--- src/verilog/sradr_pkg.sv ---
// Purpose: shared constants and types for region operand addressing
// Assumes: one unit clock, decode logic drives whole instructions
// Notes: byte addresses span 128 registers of 32 bytes
package sradr_pkg;
  // ************************************************
  // Widths and field positions
  // ************************************************
  localparam int ADDR_W = 12;
  localparam int REG_SHIFT = 5;
  localparam logic [3:0] ALIGN_MASK = 4'hf;
  localparam int VEC_INT_W = 4;
  localparam int VEC_FLT_W = 8;
  localparam int HALF_W = 16;
  // ************************************************
  // Register map and bit positions
  // ************************************************
  localparam logic [3:0] OFF_CTRL = 4'h0;
  localparam logic [3:0] OFF_STAT = 4'h4;
  localparam logic [3:0] OFF_CNT = 4'h8;
  localparam logic [31:0] CTRL_RST = 32'h0000_0001;
  localparam int CTRL_EN = 0;
  localparam int ST_BUSY = 0;
  localparam int ST_SPAN = 1;
  localparam int ST_ERR = 4;
  // Element types, one per operand
  typedef enum logic [3:0] {
    TY_UD = 4'h0, TY_D = 4'h1, TY_UW = 4'h2, TY_W = 4'h3,
    TY_UB = 4'h4, TY_B = 4'h5, TY_F = 4'h6, TY_V = 4'h7,
    TY_UV = 4'h8, TY_VF = 4'h9
  } sradr_type_t;
  // Region description of one operand
  typedef struct packed {
    logic [6:0] register_index;
    logic [4:0] subregister_offset;
    logic [5:0] vertical_step;
    logic [2:0] width_log;
    logic [2:0] horizontal_step;
    sradr_type_t ty;
  } sradr_opnd_t;
  // Whole instruction from decode
  typedef struct packed {
    logic [2:0] channel_count_log;
    logic reduce;
    logic src1_imm;
    sradr_opnd_t src0;
    sradr_opnd_t src1;
    sradr_opnd_t dst;
    logic [31:0] imm;
  } sradr_instr_t;
  // One channel's addresses toward the register array
  typedef struct packed {
    logic [4:0] idx;
    logic [ADDR_W-1:0] src0_addr;
    logic [ADDR_W-1:0] src1_addr;
    logic [ADDR_W-1:0] dst_addr;
    logic dst_we;
    logic [31:0] imm_elem;
  } sradr_chan_t;
endpackage

--- src/verilog/sradr_core.sv ---
// Purpose: per-channel byte addresses from region descriptions
// Assumes: decode shares clk_sys_i, holds nothing after acceptance
// Notes: one channel per cycle; an erroneous instruction is dropped
`timescale 1ns/1ps
// Functional notes
// RL1 - Word immediates replicated in both halves
// RL2 - Byte immediate types are rejected
// RL3 - Integer vector immediate: eight 4-bit elements
// RL4 - Float vector immediate: four 8-bit elements
// RL5 - Vector immediate needs aligned, fixed-step destination
// RL6 - Both sources hold equal element counts
// RL7 - Reduction destination smaller than source
// RL8 - Register in 256 bits, offset in elements
// RL9 - Offset low five bits, register above
// RL10 - Rows equal channel count over width
// RL11 - Elements one horizontal step apart
// RL12 - Rows one vertical step apart, may interleave
// RL13 - One element type per operand
// RL14 - Origin is register shifted plus offset
// RL15 - Channels assigned row-major
// RL16 - Destination one-dimensional, horizontal step only
// RL17 - Destination stays in one register
// RL18 - Sources may span several registers
// RL19 - Channel count from instruction sizes regions
module sradr_core (
  input wire logic clk_sys_i,
  input wire logic srst_i,
  input wire logic issue_valid_i,
  input wire sradr_pkg::sradr_instr_t issue_i,
  output logic ready_o,
  output logic chan_valid_o,
  output sradr_pkg::sradr_chan_t chan_o,
  output logic done_o,
  output logic err_o,
  input wire logic [3:0] reg_addr_i,
  input wire logic [31:0] reg_wdata_i,
  input wire logic reg_wr_i,
  input wire logic reg_rd_i,
  output logic [31:0] reg_rdata_o
);
  localparam int AW = sradr_pkg::ADDR_W;
  typedef enum logic [1:0] {S_IDLE = 2'b01, S_WALK = 2'b10} sradr_state_t;

  // ************************************************
  // Helper functions
  // ************************************************
  // Element size in bytes
  function automatic logic [AW-1:0] esize(input sradr_pkg::sradr_type_t ty);
    unique case (ty)
      sradr_pkg::TY_UB, sradr_pkg::TY_B: esize = AW'(1); // see RL14
      sradr_pkg::TY_UW, sradr_pkg::TY_W, sradr_pkg::TY_V, sradr_pkg::TY_UV: esize = AW'(2);
      default: esize = AW'(4);
    endcase
  endfunction

  // Byte address of a region origin
  function automatic logic [AW-1:0] origin(input sradr_pkg::sradr_opnd_t op);
    origin = (AW'(op.register_index) << sradr_pkg::REG_SHIFT) // see RL8 see RL9
      + AW'(op.subregister_offset) * esize(op.ty); // see RL14
  endfunction

  // Step in bytes
  function automatic logic [AW-1:0] sbytes(input logic [5:0] st, input sradr_pkg::sradr_type_t ty);
    sbytes = AW'(st) * esize(ty);
  endfunction

  function automatic logic is_byte(input sradr_pkg::sradr_type_t ty);
    is_byte = (ty == sradr_pkg::TY_UB) || (ty == sradr_pkg::TY_B);
  endfunction

  // Immediate element handed to a channel
  function automatic logic [31:0] imm_elem(input sradr_pkg::sradr_type_t ty,
                                           input logic [31:0] imm, input logic [4:0] ch);
    logic [3:0] nib;
    logic [7:0] byt;
    nib = imm[ch[2:0]*sradr_pkg::VEC_INT_W +: sradr_pkg::VEC_INT_W];
    byt = imm[ch[1:0]*sradr_pkg::VEC_FLT_W +: sradr_pkg::VEC_FLT_W];
    unique case (ty)
      sradr_pkg::TY_V: imm_elem = 32'(signed'(nib)); // see RL3
      sradr_pkg::TY_UV: imm_elem = 32'(nib); // see RL3
      sradr_pkg::TY_VF: imm_elem = 32'(byt); // see RL4
      // Low half only: the high copy is assumed identical
      sradr_pkg::TY_W: imm_elem = 32'(signed'(imm[sradr_pkg::HALF_W-1:0])); // see RL1
      sradr_pkg::TY_UW: imm_elem = 32'(imm[sradr_pkg::HALF_W-1:0]); // see RL1
      default: imm_elem = imm;
    endcase
  endfunction

  // ************************************************
  // Issue checks
  // ************************************************
  sradr_state_t state_q;
  sradr_pkg::sradr_instr_t cur_q;
  logic ready_q, err_q, done_q, chan_valid_q, span_q;
  sradr_pkg::sradr_chan_t chan_q;
  logic [31:0] ctrl_q, rdata_q;
  logic [15:0] cnt_q;
  logic [3:0] errs_q;
  logic [4:0] ch_q;
  logic [4:0] x_q [2];
  logic [AW-1:0] off_q [2];
  logic [AW-1:0] rbase_q [2];
  logic [AW-1:0] dst_q;
  logic [6:0] oreg_q [2];
  logic [6:0] dreg_q;

  logic e_byte, e_vec, e_width, e_span, is_vec, acc, acc_ok;
  logic [AW-1:0] d_org, first0, first1;
  logic [AW:0] d_last;
  logic [5:0] n_dst;
  // Error vector checked against the raw issue fields
  always_comb begin
    is_vec = issue_i.src1_imm && (issue_i.src1.ty inside
             {sradr_pkg::TY_V, sradr_pkg::TY_UV, sradr_pkg::TY_VF});
    e_byte = issue_i.src1_imm && is_byte(issue_i.src1.ty); // see RL2
    d_org = origin(issue_i.dst);
    // Reduction writes one result per channel pair
    n_dst = issue_i.reduce ? 6'(6'h1 << issue_i.channel_count_log) >> 1 // see RL7
                           : 6'(6'h1 << issue_i.channel_count_log); // see RL19
    d_last = (AW+1)'(d_org) + (AW+1)'((AW'(n_dst) - AW'(1))
             * sbytes(6'(issue_i.dst.horizontal_step), issue_i.dst.ty))
             + (AW+1)'(esize(issue_i.dst.ty)) - (AW+1)'(1);
    // A destination leaving its register is dropped, not split
    e_span = d_last[AW:sradr_pkg::REG_SHIFT] != (AW+1-sradr_pkg::REG_SHIFT)'(
             d_org[AW-1:sradr_pkg::REG_SHIFT]);
    e_vec = is_vec && (((d_org[3:0] & sradr_pkg::ALIGN_MASK) != 4'h0)
            || (sbytes(6'(issue_i.dst.horizontal_step), issue_i.dst.ty)
                != ((issue_i.src1.ty == sradr_pkg::TY_VF) ? AW'(4) : AW'(2))));
    // Width may not exceed the channel count
    e_width = (issue_i.src0.width_log > issue_i.channel_count_log)
      || (!issue_i.src1_imm && issue_i.src1.width_log > issue_i.channel_count_log); // see RL10
    first0 = origin(issue_i.src0);
    // Held in a variable: a function result cannot be part-selected
    first1 = origin(issue_i.src1);
    acc = issue_valid_i && ready_q;
    acc_ok = acc && !(e_byte || e_vec || e_width || e_span);
  end

  // ************************************************
  // Channel walk
  // ************************************************
  logic last_ch;
  assign last_ch = (ch_q == 5'((6'h1 << cur_q.channel_count_log) - 6'h1));

  // Sequencer, ready and completion pulses
  always_ff @(posedge clk_sys_i) begin
    if (srst_i) begin
      state_q <= S_IDLE;
      ready_q <= 1'b0;
      err_q <= 1'b0;
      done_q <= 1'b0;
    end else begin
      err_q <= acc && !acc_ok;
      done_q <= (state_q == S_WALK) && last_ch;
      unique case (state_q)
        S_IDLE: begin
          if (acc_ok) begin
            state_q <= S_WALK;
            ready_q <= 1'b0;
          end else begin
            ready_q <= ctrl_q[sradr_pkg::CTRL_EN];
          end
        end
        S_WALK: begin
          if (last_ch) begin
            state_q <= S_IDLE;
            ready_q <= ctrl_q[sradr_pkg::CTRL_EN];
          end
        end
        default: begin
          state_q <= S_IDLE;
          ready_q <= 1'b0;
        end
      endcase
    end
  end

  // Address generators, both sources share one channel counter
  always_ff @(posedge clk_sys_i) begin
    if (srst_i) begin
      cur_q <= '0;
      ch_q <= 5'h0;
      dst_q <= '0;
      dreg_q <= 7'h0;
      for (int s = 0; s < 2; s++) begin
        x_q[s] <= 5'h0;
        off_q[s] <= '0;
        rbase_q[s] <= '0;
        oreg_q[s] <= 7'h0;
      end
    end else if (state_q == S_IDLE) begin
      if (acc_ok) begin
        cur_q <= issue_i;
        ch_q <= 5'h0;
        dst_q <= d_org;
        dreg_q <= d_org[AW-1:sradr_pkg::REG_SHIFT];
        for (int s = 0; s < 2; s++) begin
          x_q[s] <= 5'h0;
          off_q[s] <= (s == 0) ? first0 : first1; // see RL14
          rbase_q[s] <= (s == 0) ? first0 : first1;
          oreg_q[s] <= (s == 0) ? first0[AW-1:sradr_pkg::REG_SHIFT]
                                : first1[AW-1:sradr_pkg::REG_SHIFT];
        end
      end
    end else begin
      ch_q <= ch_q + 5'h1;
      // Destination is linear; reduction advances on odd channels
      if (!cur_q.reduce || ch_q[0]) begin
        dst_q <= dst_q + sbytes(6'(cur_q.dst.horizontal_step), cur_q.dst.ty); // see RL16
      end
      for (int s = 0; s < 2; s++) begin
        if (x_q[s] == 5'((6'h1 << (s == 0 ? cur_q.src0.width_log
                                          : cur_q.src1.width_log)) - 6'h1)) begin
          // Row done: next row one vertical step on, may interleave
          x_q[s] <= 5'h0; // see RL15
          rbase_q[s] <= rbase_q[s] + ((s == 0) ? sbytes(cur_q.src0.vertical_step, cur_q.src0.ty)
                        : sbytes(cur_q.src1.vertical_step, cur_q.src1.ty)); // see RL12
          off_q[s] <= rbase_q[s] + ((s == 0) ? sbytes(cur_q.src0.vertical_step, cur_q.src0.ty)
                      : sbytes(cur_q.src1.vertical_step, cur_q.src1.ty));
        end else begin
          x_q[s] <= x_q[s] + 5'h1;
          off_q[s] <= off_q[s] + ((s == 0)
            ? sbytes(6'(cur_q.src0.horizontal_step), cur_q.src0.ty)
            : sbytes(6'(cur_q.src1.horizontal_step), cur_q.src1.ty)); // see RL11
        end
      end
    end
  end

  // Channel output, one element per cycle toward the array
  always_ff @(posedge clk_sys_i) begin
    if (srst_i) begin
      chan_valid_q <= 1'b0;
      chan_q <= '0;
    end else begin
      chan_valid_q <= (state_q == S_WALK);
      if (state_q == S_WALK) begin
        chan_q.idx <= ch_q;
        chan_q.src0_addr <= off_q[0];
        chan_q.src1_addr <= cur_q.src1_imm ? '0 : off_q[1];
        chan_q.dst_addr <= dst_q;
        chan_q.dst_we <= !cur_q.reduce || !ch_q[0]; // see RL7
        chan_q.imm_elem <= cur_q.src1_imm ? imm_elem(cur_q.src1.ty, cur_q.imm, ch_q) : 32'h0;
      end
    end
  end

  // Multi-register gather seen; decode may budget extra cycles
  always_ff @(posedge clk_sys_i) begin
    if (srst_i) begin
      span_q <= 1'b0;
    end else if (acc_ok) begin
      span_q <= 1'b0;
    end else if (state_q == S_WALK) begin
      if (off_q[0][AW-1:sradr_pkg::REG_SHIFT] != oreg_q[0]
          || (!cur_q.src1_imm && off_q[1][AW-1:sradr_pkg::REG_SHIFT] != oreg_q[1])) begin
        span_q <= 1'b1; // see RL18
      end
    end
  end

  // ************************************************
  // Software registers
  // ************************************************
  // Control, last error vector, completion count
  always_ff @(posedge clk_sys_i) begin
    if (srst_i) begin
      ctrl_q <= sradr_pkg::CTRL_RST;
      errs_q <= 4'h0;
      cnt_q <= 16'h0;
      rdata_q <= 32'h0;
    end else begin
      if (reg_wr_i && reg_addr_i == sradr_pkg::OFF_CTRL) begin
        ctrl_q <= reg_wdata_i;
      end
      if (acc) begin
        errs_q <= {e_span, e_width, e_vec, e_byte};
      end
      // Completion wins over a clearing write
      if (done_q) begin
        cnt_q <= cnt_q + 16'h1;
      end else if (reg_wr_i && reg_addr_i == sradr_pkg::OFF_CNT) begin
        cnt_q <= 16'h0;
      end
      rdata_q <= 32'h0;
      if (reg_rd_i) begin
        unique case (reg_addr_i)
          sradr_pkg::OFF_CTRL: rdata_q <= ctrl_q;
          sradr_pkg::OFF_STAT: rdata_q <= 32'({errs_q, 2'h0, span_q, state_q == S_WALK});
          sradr_pkg::OFF_CNT: rdata_q <= 32'(cnt_q);
          default: rdata_q <= 32'h0;
        endcase
      end
    end
  end

  assign ready_o = ready_q;
  assign chan_valid_o = chan_valid_q;
  assign chan_o = chan_q;
  assign done_o = done_q;
  assign err_o = err_q;
  assign reg_rdata_o = rdata_q;

  logic [5:0] emit_q;
  // Channels emitted before the current beat of this instruction
  always_ff @(posedge clk_sys_i) begin
    if (srst_i || done_q) begin
      emit_q <= 6'h0;
    end else if (chan_valid_q) begin
      emit_q <= emit_q + 6'h1;
    end
  end
endmodule

--- config.mk ---
export PLATFORM = sky130hd
export DESIGN_NAME = sradr_core
export DESIGN_NICKNAME = d
export VERILOG_FILES = /design/src/verilog/sradr_pkg.sv /design/src/verilog/sradr_core.sv
export SDC_FILE = /design/constraint.sdc
export NUM_CORES = 1
export LEC_CHECK = 0
export BUFFER_PORTS_ARGS = -buffer_cell sky130_fd_sc_hd__buf_2
export CORE_ASPECT_RATIO = 1.5
export CORE_UTILIZATION = 59
export DETAILED_ROUTE_END_ITERATION = 6
export GPL_TIMING_DRIVEN = 0
export MAX_ROUTING_LAYER = met4
export PLACE_DENSITY_LB_ADDON = 0.25
export SLEW_MARGIN = 20
export SYNTH_ARGS = -nofsm -noshare
export SYNTH_HDL_FRONTEND = slang
export SYNTH_SLANG_ARGS = --single-unit
--- constraint.sdc ---
create_clock -name clk_sys_i -period 11.2 [get_ports clk_sys_i]
set_input_delay 0.56 -clock clk_sys_i [delete_from_list [all_inputs] [get_ports clk_sys_i]]
set_output_delay 0.56 -clock clk_sys_i [all_outputs]
set_load 0.1 [all_outputs]
# Yosys cells after proc, flatten, opt, wreduce, memory -nomap -nowiden
# Memory sizes are Yosys's and may differ from the RTL's.
# Index checks and enable logic that the tools add are counted.
# classes
n_addsub	19
mul	10
magnitude_cmp	2
eq_ne	51
shifts	6
muxes	80
n_bitwise	19
n_reduce_logical	49
# ops
operator	count
$mux 12	29
$pmux 32 s5	1
$add 12x12->12	8
$pmux 32 s3	1
$eq 4x3->1 const B	19
$eq 4x2->1 const B	12
$mul 3x12->12	4
$mux 5	8
$eq 4x4->1 const B	9
$mul 5x12->12	3
$pmux 3 s2	6
$mux 16	2
$mux 32	1
$shiftx 32x6->4	1
$shiftx 32x6->8	1
$mul 6x12->12	2
$mux 1	24
$reduce_or 4->1	6
$or 1x1->1	18
$add 16x1->16 const B	1
$reduce_or 2->1	8
$add 5x1->5 const B	3
$eq 5x5->1	3
$shl 1x3->5 const A	3
other kinds (29)	63
# totals
register_bits	258
ramBits	72
output_inout_bits	110
word_cells	272
memories	4
# mem_list
name	words	word_bits	read_ports	rd_clocked_by_memory_dff	wr	line	rtl
off_q	2	12	2	0	2	sradr_core.sv:101	logic [AW-1:0] off_q [2];
rbase_q	2	12	2	0	2	sradr_core.sv:102	logic [AW-1:0] rbase_q [2];
oreg_q	2	7	2	0	2	sradr_core.sv:104	logic [6:0] oreg_q [2];
x_q	2	5	2	0	2	sradr_core.sv:100	logic [4:0] x_q [2];

# Depth between registers and ports, before layout
# depth
word_depth	20
ltp_mapped	33

# Worst setup path before layout
# No wires, ideal clock.
# synth_timing
path_type	input to register
from	in issue_i[32] (netlist bit)
to	mem rbase_q[0][0] (netlist bit), enable pin
arrival_ns	8.452
required_ns	10.802
path_slack_ns	2.350
stages	30
path_buffers	2
cell_sequence	inv_1 > a21oi_1 > a32oi_1 > nor2b_1 > and2_1 > fa_1 > ha_1 > inv_1 > fa_1 > or2_2 > fa_1 > inv_1 > fa_1 > fa_1 > inv_1 > fa_1 > fa_1 > inv_1 > ha_1 > and2_0 > and3_1 > a221o_1 > xor3_1 > nor3b_1 > and4b_1 > a21boi_1 > buf_2 > buf_4 > a21oi_1 > o21ai_0
# synth_rtl
element	line	rtl
from (decl)	sradr_core.sv:29	input wire sradr_pkg::sradr_instr_t issue_i,
to (decl)	sradr_core.sv:102	

==> metrics.txt <==
global-route wire length before repair=about 100 mm; CP endpoint kind=register; Non-Filler Instances=about 3.2k; minimum clock period=roughly 9900 ps; Netlist cell types=between 80 and 90; number of flops mapped to enable cells by yosys=72; PD cells=roughly 150 nW/µm²; final instance area=24350 µm²; min-delay src=reg_wdata_i[27]; via density per instance=between 6 and 7; TritonRoute pass-1 iters=7; sequential fraction of the synthesis area=around 34%; grt total ovfl=0; CTS Sinks=330; Worst Max-Slew Pin Slew=around 1200 ps; final hold vios=0; total CTS buffers=31; vias=between 15k and 20k; most frequent cell on the critical path=fa_1; Worst setup SP type=primary input; Worst EP arrival=10070 ps; layout net count=3133; status=finished clean; flop-to-flop setup slack=between 5000 and 6000 ps; final wirelength=64.86 mm; worst hold path class=in2reg; Peak supply drop=between 200 and 250 µV; die width=between 150 and 200 µm; setup violators final=0; post-CTS resize count=0; CTS root buf=clkbuf_16; Worst Path Max Fanout=14; # hold bufs at CTS=0; Req. time, crit path=~11000 ps; ratio of cells with drive above 1 in the final layout=between 10% and 20%; hold path cells=3; CTS max path bufs=3; Post-synth ARST share=0%; synthesized instance count=around 2.4k; Leak=10.81 nW; Crit Reg-Reg Startpoint=cur_q[61]; wire length per cell after detailed routing=slightly above 20 µm; Max Cap Viol=0; R2R cell count=21; ANT nets after route=0; Post-CTS Setup Inserts=0; Starting Density=between 50% and 60%; dpl cells=3155; Post-Syn Area=roughly 21000 µm²; vias in the first global route=18.96k; row count=85; Setup CP Type=in2reg; gpl congestion=about 0.95; RSZ-0062 raised after global routing=no; initial antenna violation count=4; Port Buffers=262; Core Box Area=roughly 36000 µm²; Ys Warns=0; Clock Pin Slew Worst Setup and Hold Paths=roughly 60 ps; crit-path max cell delay=~620 ps; achievable clock frequency=around 0.10 GHz; Place WS=roughly 380 ps; H-tree Lvls=1; number of synthesized register bits=330; fin crit share=87.96%; Clock Skew=between 10 and 15 ps; Post-Place Cell Area=between 20000 and 25000 µm²; DRC=0; slowest CP cell=nor2b_1; Slew headroom=20.63%; Post-synth top flop=dfxtp_1; Mapped Nets=roughly 2.8k; die area=about 37000 µm²; pin count of the biggest net entering global routing=18; Synth-to-Final Area Change=13.78%; Hold Path Sink=ctrl_q[27]; initial DRC count=around 1.5k; Syn Area/Cell=about 9 µm²; Skew-Pair Late Insertion Delay=~600 ps; Final Worst Setup Slack=approximately 1300 ps; Layout fillers=about 3.0k; Setup TNS=0 ps; DIE HEIGHT=235.3 µm; post-DP HPWL=about 51 mm; # IOs=around 270; FF-to-FF End=off_q[1][9]; GRT Resource Usage Total=36.33%; total power=between 3 and 4 mW; CTS tree=built; Slew Viols, Final=0
[cells in the final DEF, fill, tap and decap left out, types with 6 or more instances in the layout]
master / instances
buf_2: 276
dfxtp_1: 258
inv_1: 241
nand2_1: 226
a21oi_1: 215
ha_1: 166
nor2_1: 164
o21ai_0: 146
nand3_1: 113
clkbuf_1: 101
fa_1: 94
and2_1: 79
edfxtp_1: 72
xnor2_1: 50
xor2_1: 48
mux2i_1: 45
nor2b_1: 36
a22oi_1: 35
clkbuf_16: 32
a21o_1: 29
nand2b_1: 24
nor3_1: 22
nand4_1: 22
mux4_2: 16
and3_1: 15
a31oi_1: 11
nor3b_1: 10
o21a_1: 10
a221oi_1: 10
or2_2: 9
a211oi_1: 9
o211ai_1: 8
o22ai_1: 7
buf_1: 7
a32o_1: 6
a222oi_1: 6
clkinv_2: 6
[metal layers]
metal | track usage, % | vias to the layer above | wire [µm]
met5 | - | - | 0
met4 | 24.30 | 0 | 5073
met3 | 4.345 | 272 | 4463
met2 | 61.05 | 881 | 32070
met1 | 39.97 | 9232 | 23250
li1 | - | 8910 | -
[through the flow]
stage | hold slack, ps | utilization (%)
6_report | 197.0 | 67.95
5_1_grt | 193.2 | 67.95
4_1_cts | 174.7 | 67.90
3_5_place_dp | 439.8 | 65.19
3_3_place_gp | 435.1 | 65.04
2_1_floorplan | 429.6 | -
[worst max path at each step]
| stage | from | endpoint | slack [ps] | depth (start not counted) |
|---|---|---|---|---|
| 2_1_floorplan | issue_i[32] | rbase_q[0][0] | 2350 | 30 |
| 3_3_place_gp | issue_i[32] | rbase_q[0][20] | 280 | 31 |
| 3_5_place_dp | issue_i[32] | oreg_q[0][5] | 380 | 31 |
| 4_1_cts | issue_i[32] | oreg_q[0][8] | 960 | 31 |
| 5_1_grt | issue_i[32] | oreg_q[0][11] | 800 | 32 |
| 6_report | issue_i[33] | oreg_q[0][8] | 1350 | 31 |
[power by group]
part	switching, mW	internal [mW]	leakage, nW
Combinational	0.762	0.640	7.50
Sequential	0.0230	1.24	2.82
Clock	0.487	0.564	0.484
Total	1.27	2.44	10.8
[cell usage after synthesis (all sizes together) (5+ instances only)]
master  instances  share of area [%]
xor2           48                2.0
clkbuf         92                1.6
a211oi         10               0.37
nand2         226                4.0
edfxtp         72                 10
nor3b          11               0.41
nand2b         24               0.70
mux2i          45                2.1
inv           241                4.2
o21ai         155                3.7
a31oi          13               0.45
nor2b          36                1.1
a222oi          6               0.28
ha            166                9.7
a32o            6               0.28
o21bai          5               0.18
o211ai          8               0.28
a21o           29                1.0
buf            23               0.54
nand4          22               0.64
nor3           23               0.54
and3           15               0.44
nor2          165                2.9
o22ai           7               0.20
and2           81                2.4
dfxtp         258                 24
xnor2          50                2.0
or2            10               0.29
fa             94                8.8
a22oi          35                1.2
o21a           10               0.35
nand3b          5               0.18
nor4            7               0.23
nand3         113                2.6
mux4           16                1.7
a221oi         10               0.41
a21oi         216                5.1
[worst max-delay path: cells and delay by family]
family	cells	cell delay, ps
AO/OA/AOI/OAI	8	2050
XOR/XNOR	1	480
adder cells (fa/ha/maj)	10	3860
buffers and inverters	8	1890
AND/OR/NAND/NOR	4	1230
[flip-flops by register name, summed over array words and instances (netlist names)]
signal	flops
state_q	2
chan_valid_o	1
dst_q	12
x_q	10
rbase_q	24
ch_q	5
err_o	1
cnt_q	16
cur_q	76
oreg_q	14
reg_rdata_o	32
off_q	24
span_q	1
ready_o	1
done_o	1
chan_o	74
ctrl_q	32
errs_q	4
[logic make-up after synthesis]
kind of cell / share of synthesized area [%]
XOR/XNOR: 4.449
flip-flops: 34.23
AND/OR/NAND/NOR: 17.01
adder cells (fa/ha/maj): 18.50
buffers and inverters: 6.378
AO/OA/AOI/OAI: 15.49
multiplexers: 3.946
[final cells by class]
cell class | count | area, µm² | share of cell area [%]
antenna | 4 | 10.01 | 0.04110
buffer | 115 | 460.4 | 1.891
clock buffer | 43 | 862.1 | 3.540
clock inverter | 12 | 110.1 | 0.4521
inverter | 241 | 904.6 | 3.715
multi-input combinational | 1728 | 12750 | 52.37
sequential | 330 | 7327 | 30.09
tap | 478 | 598.1 | 2.456
timing repair buffer | 264 | 1326 | 5.446
Note: power is estimated with default switching activity, not from simulation.
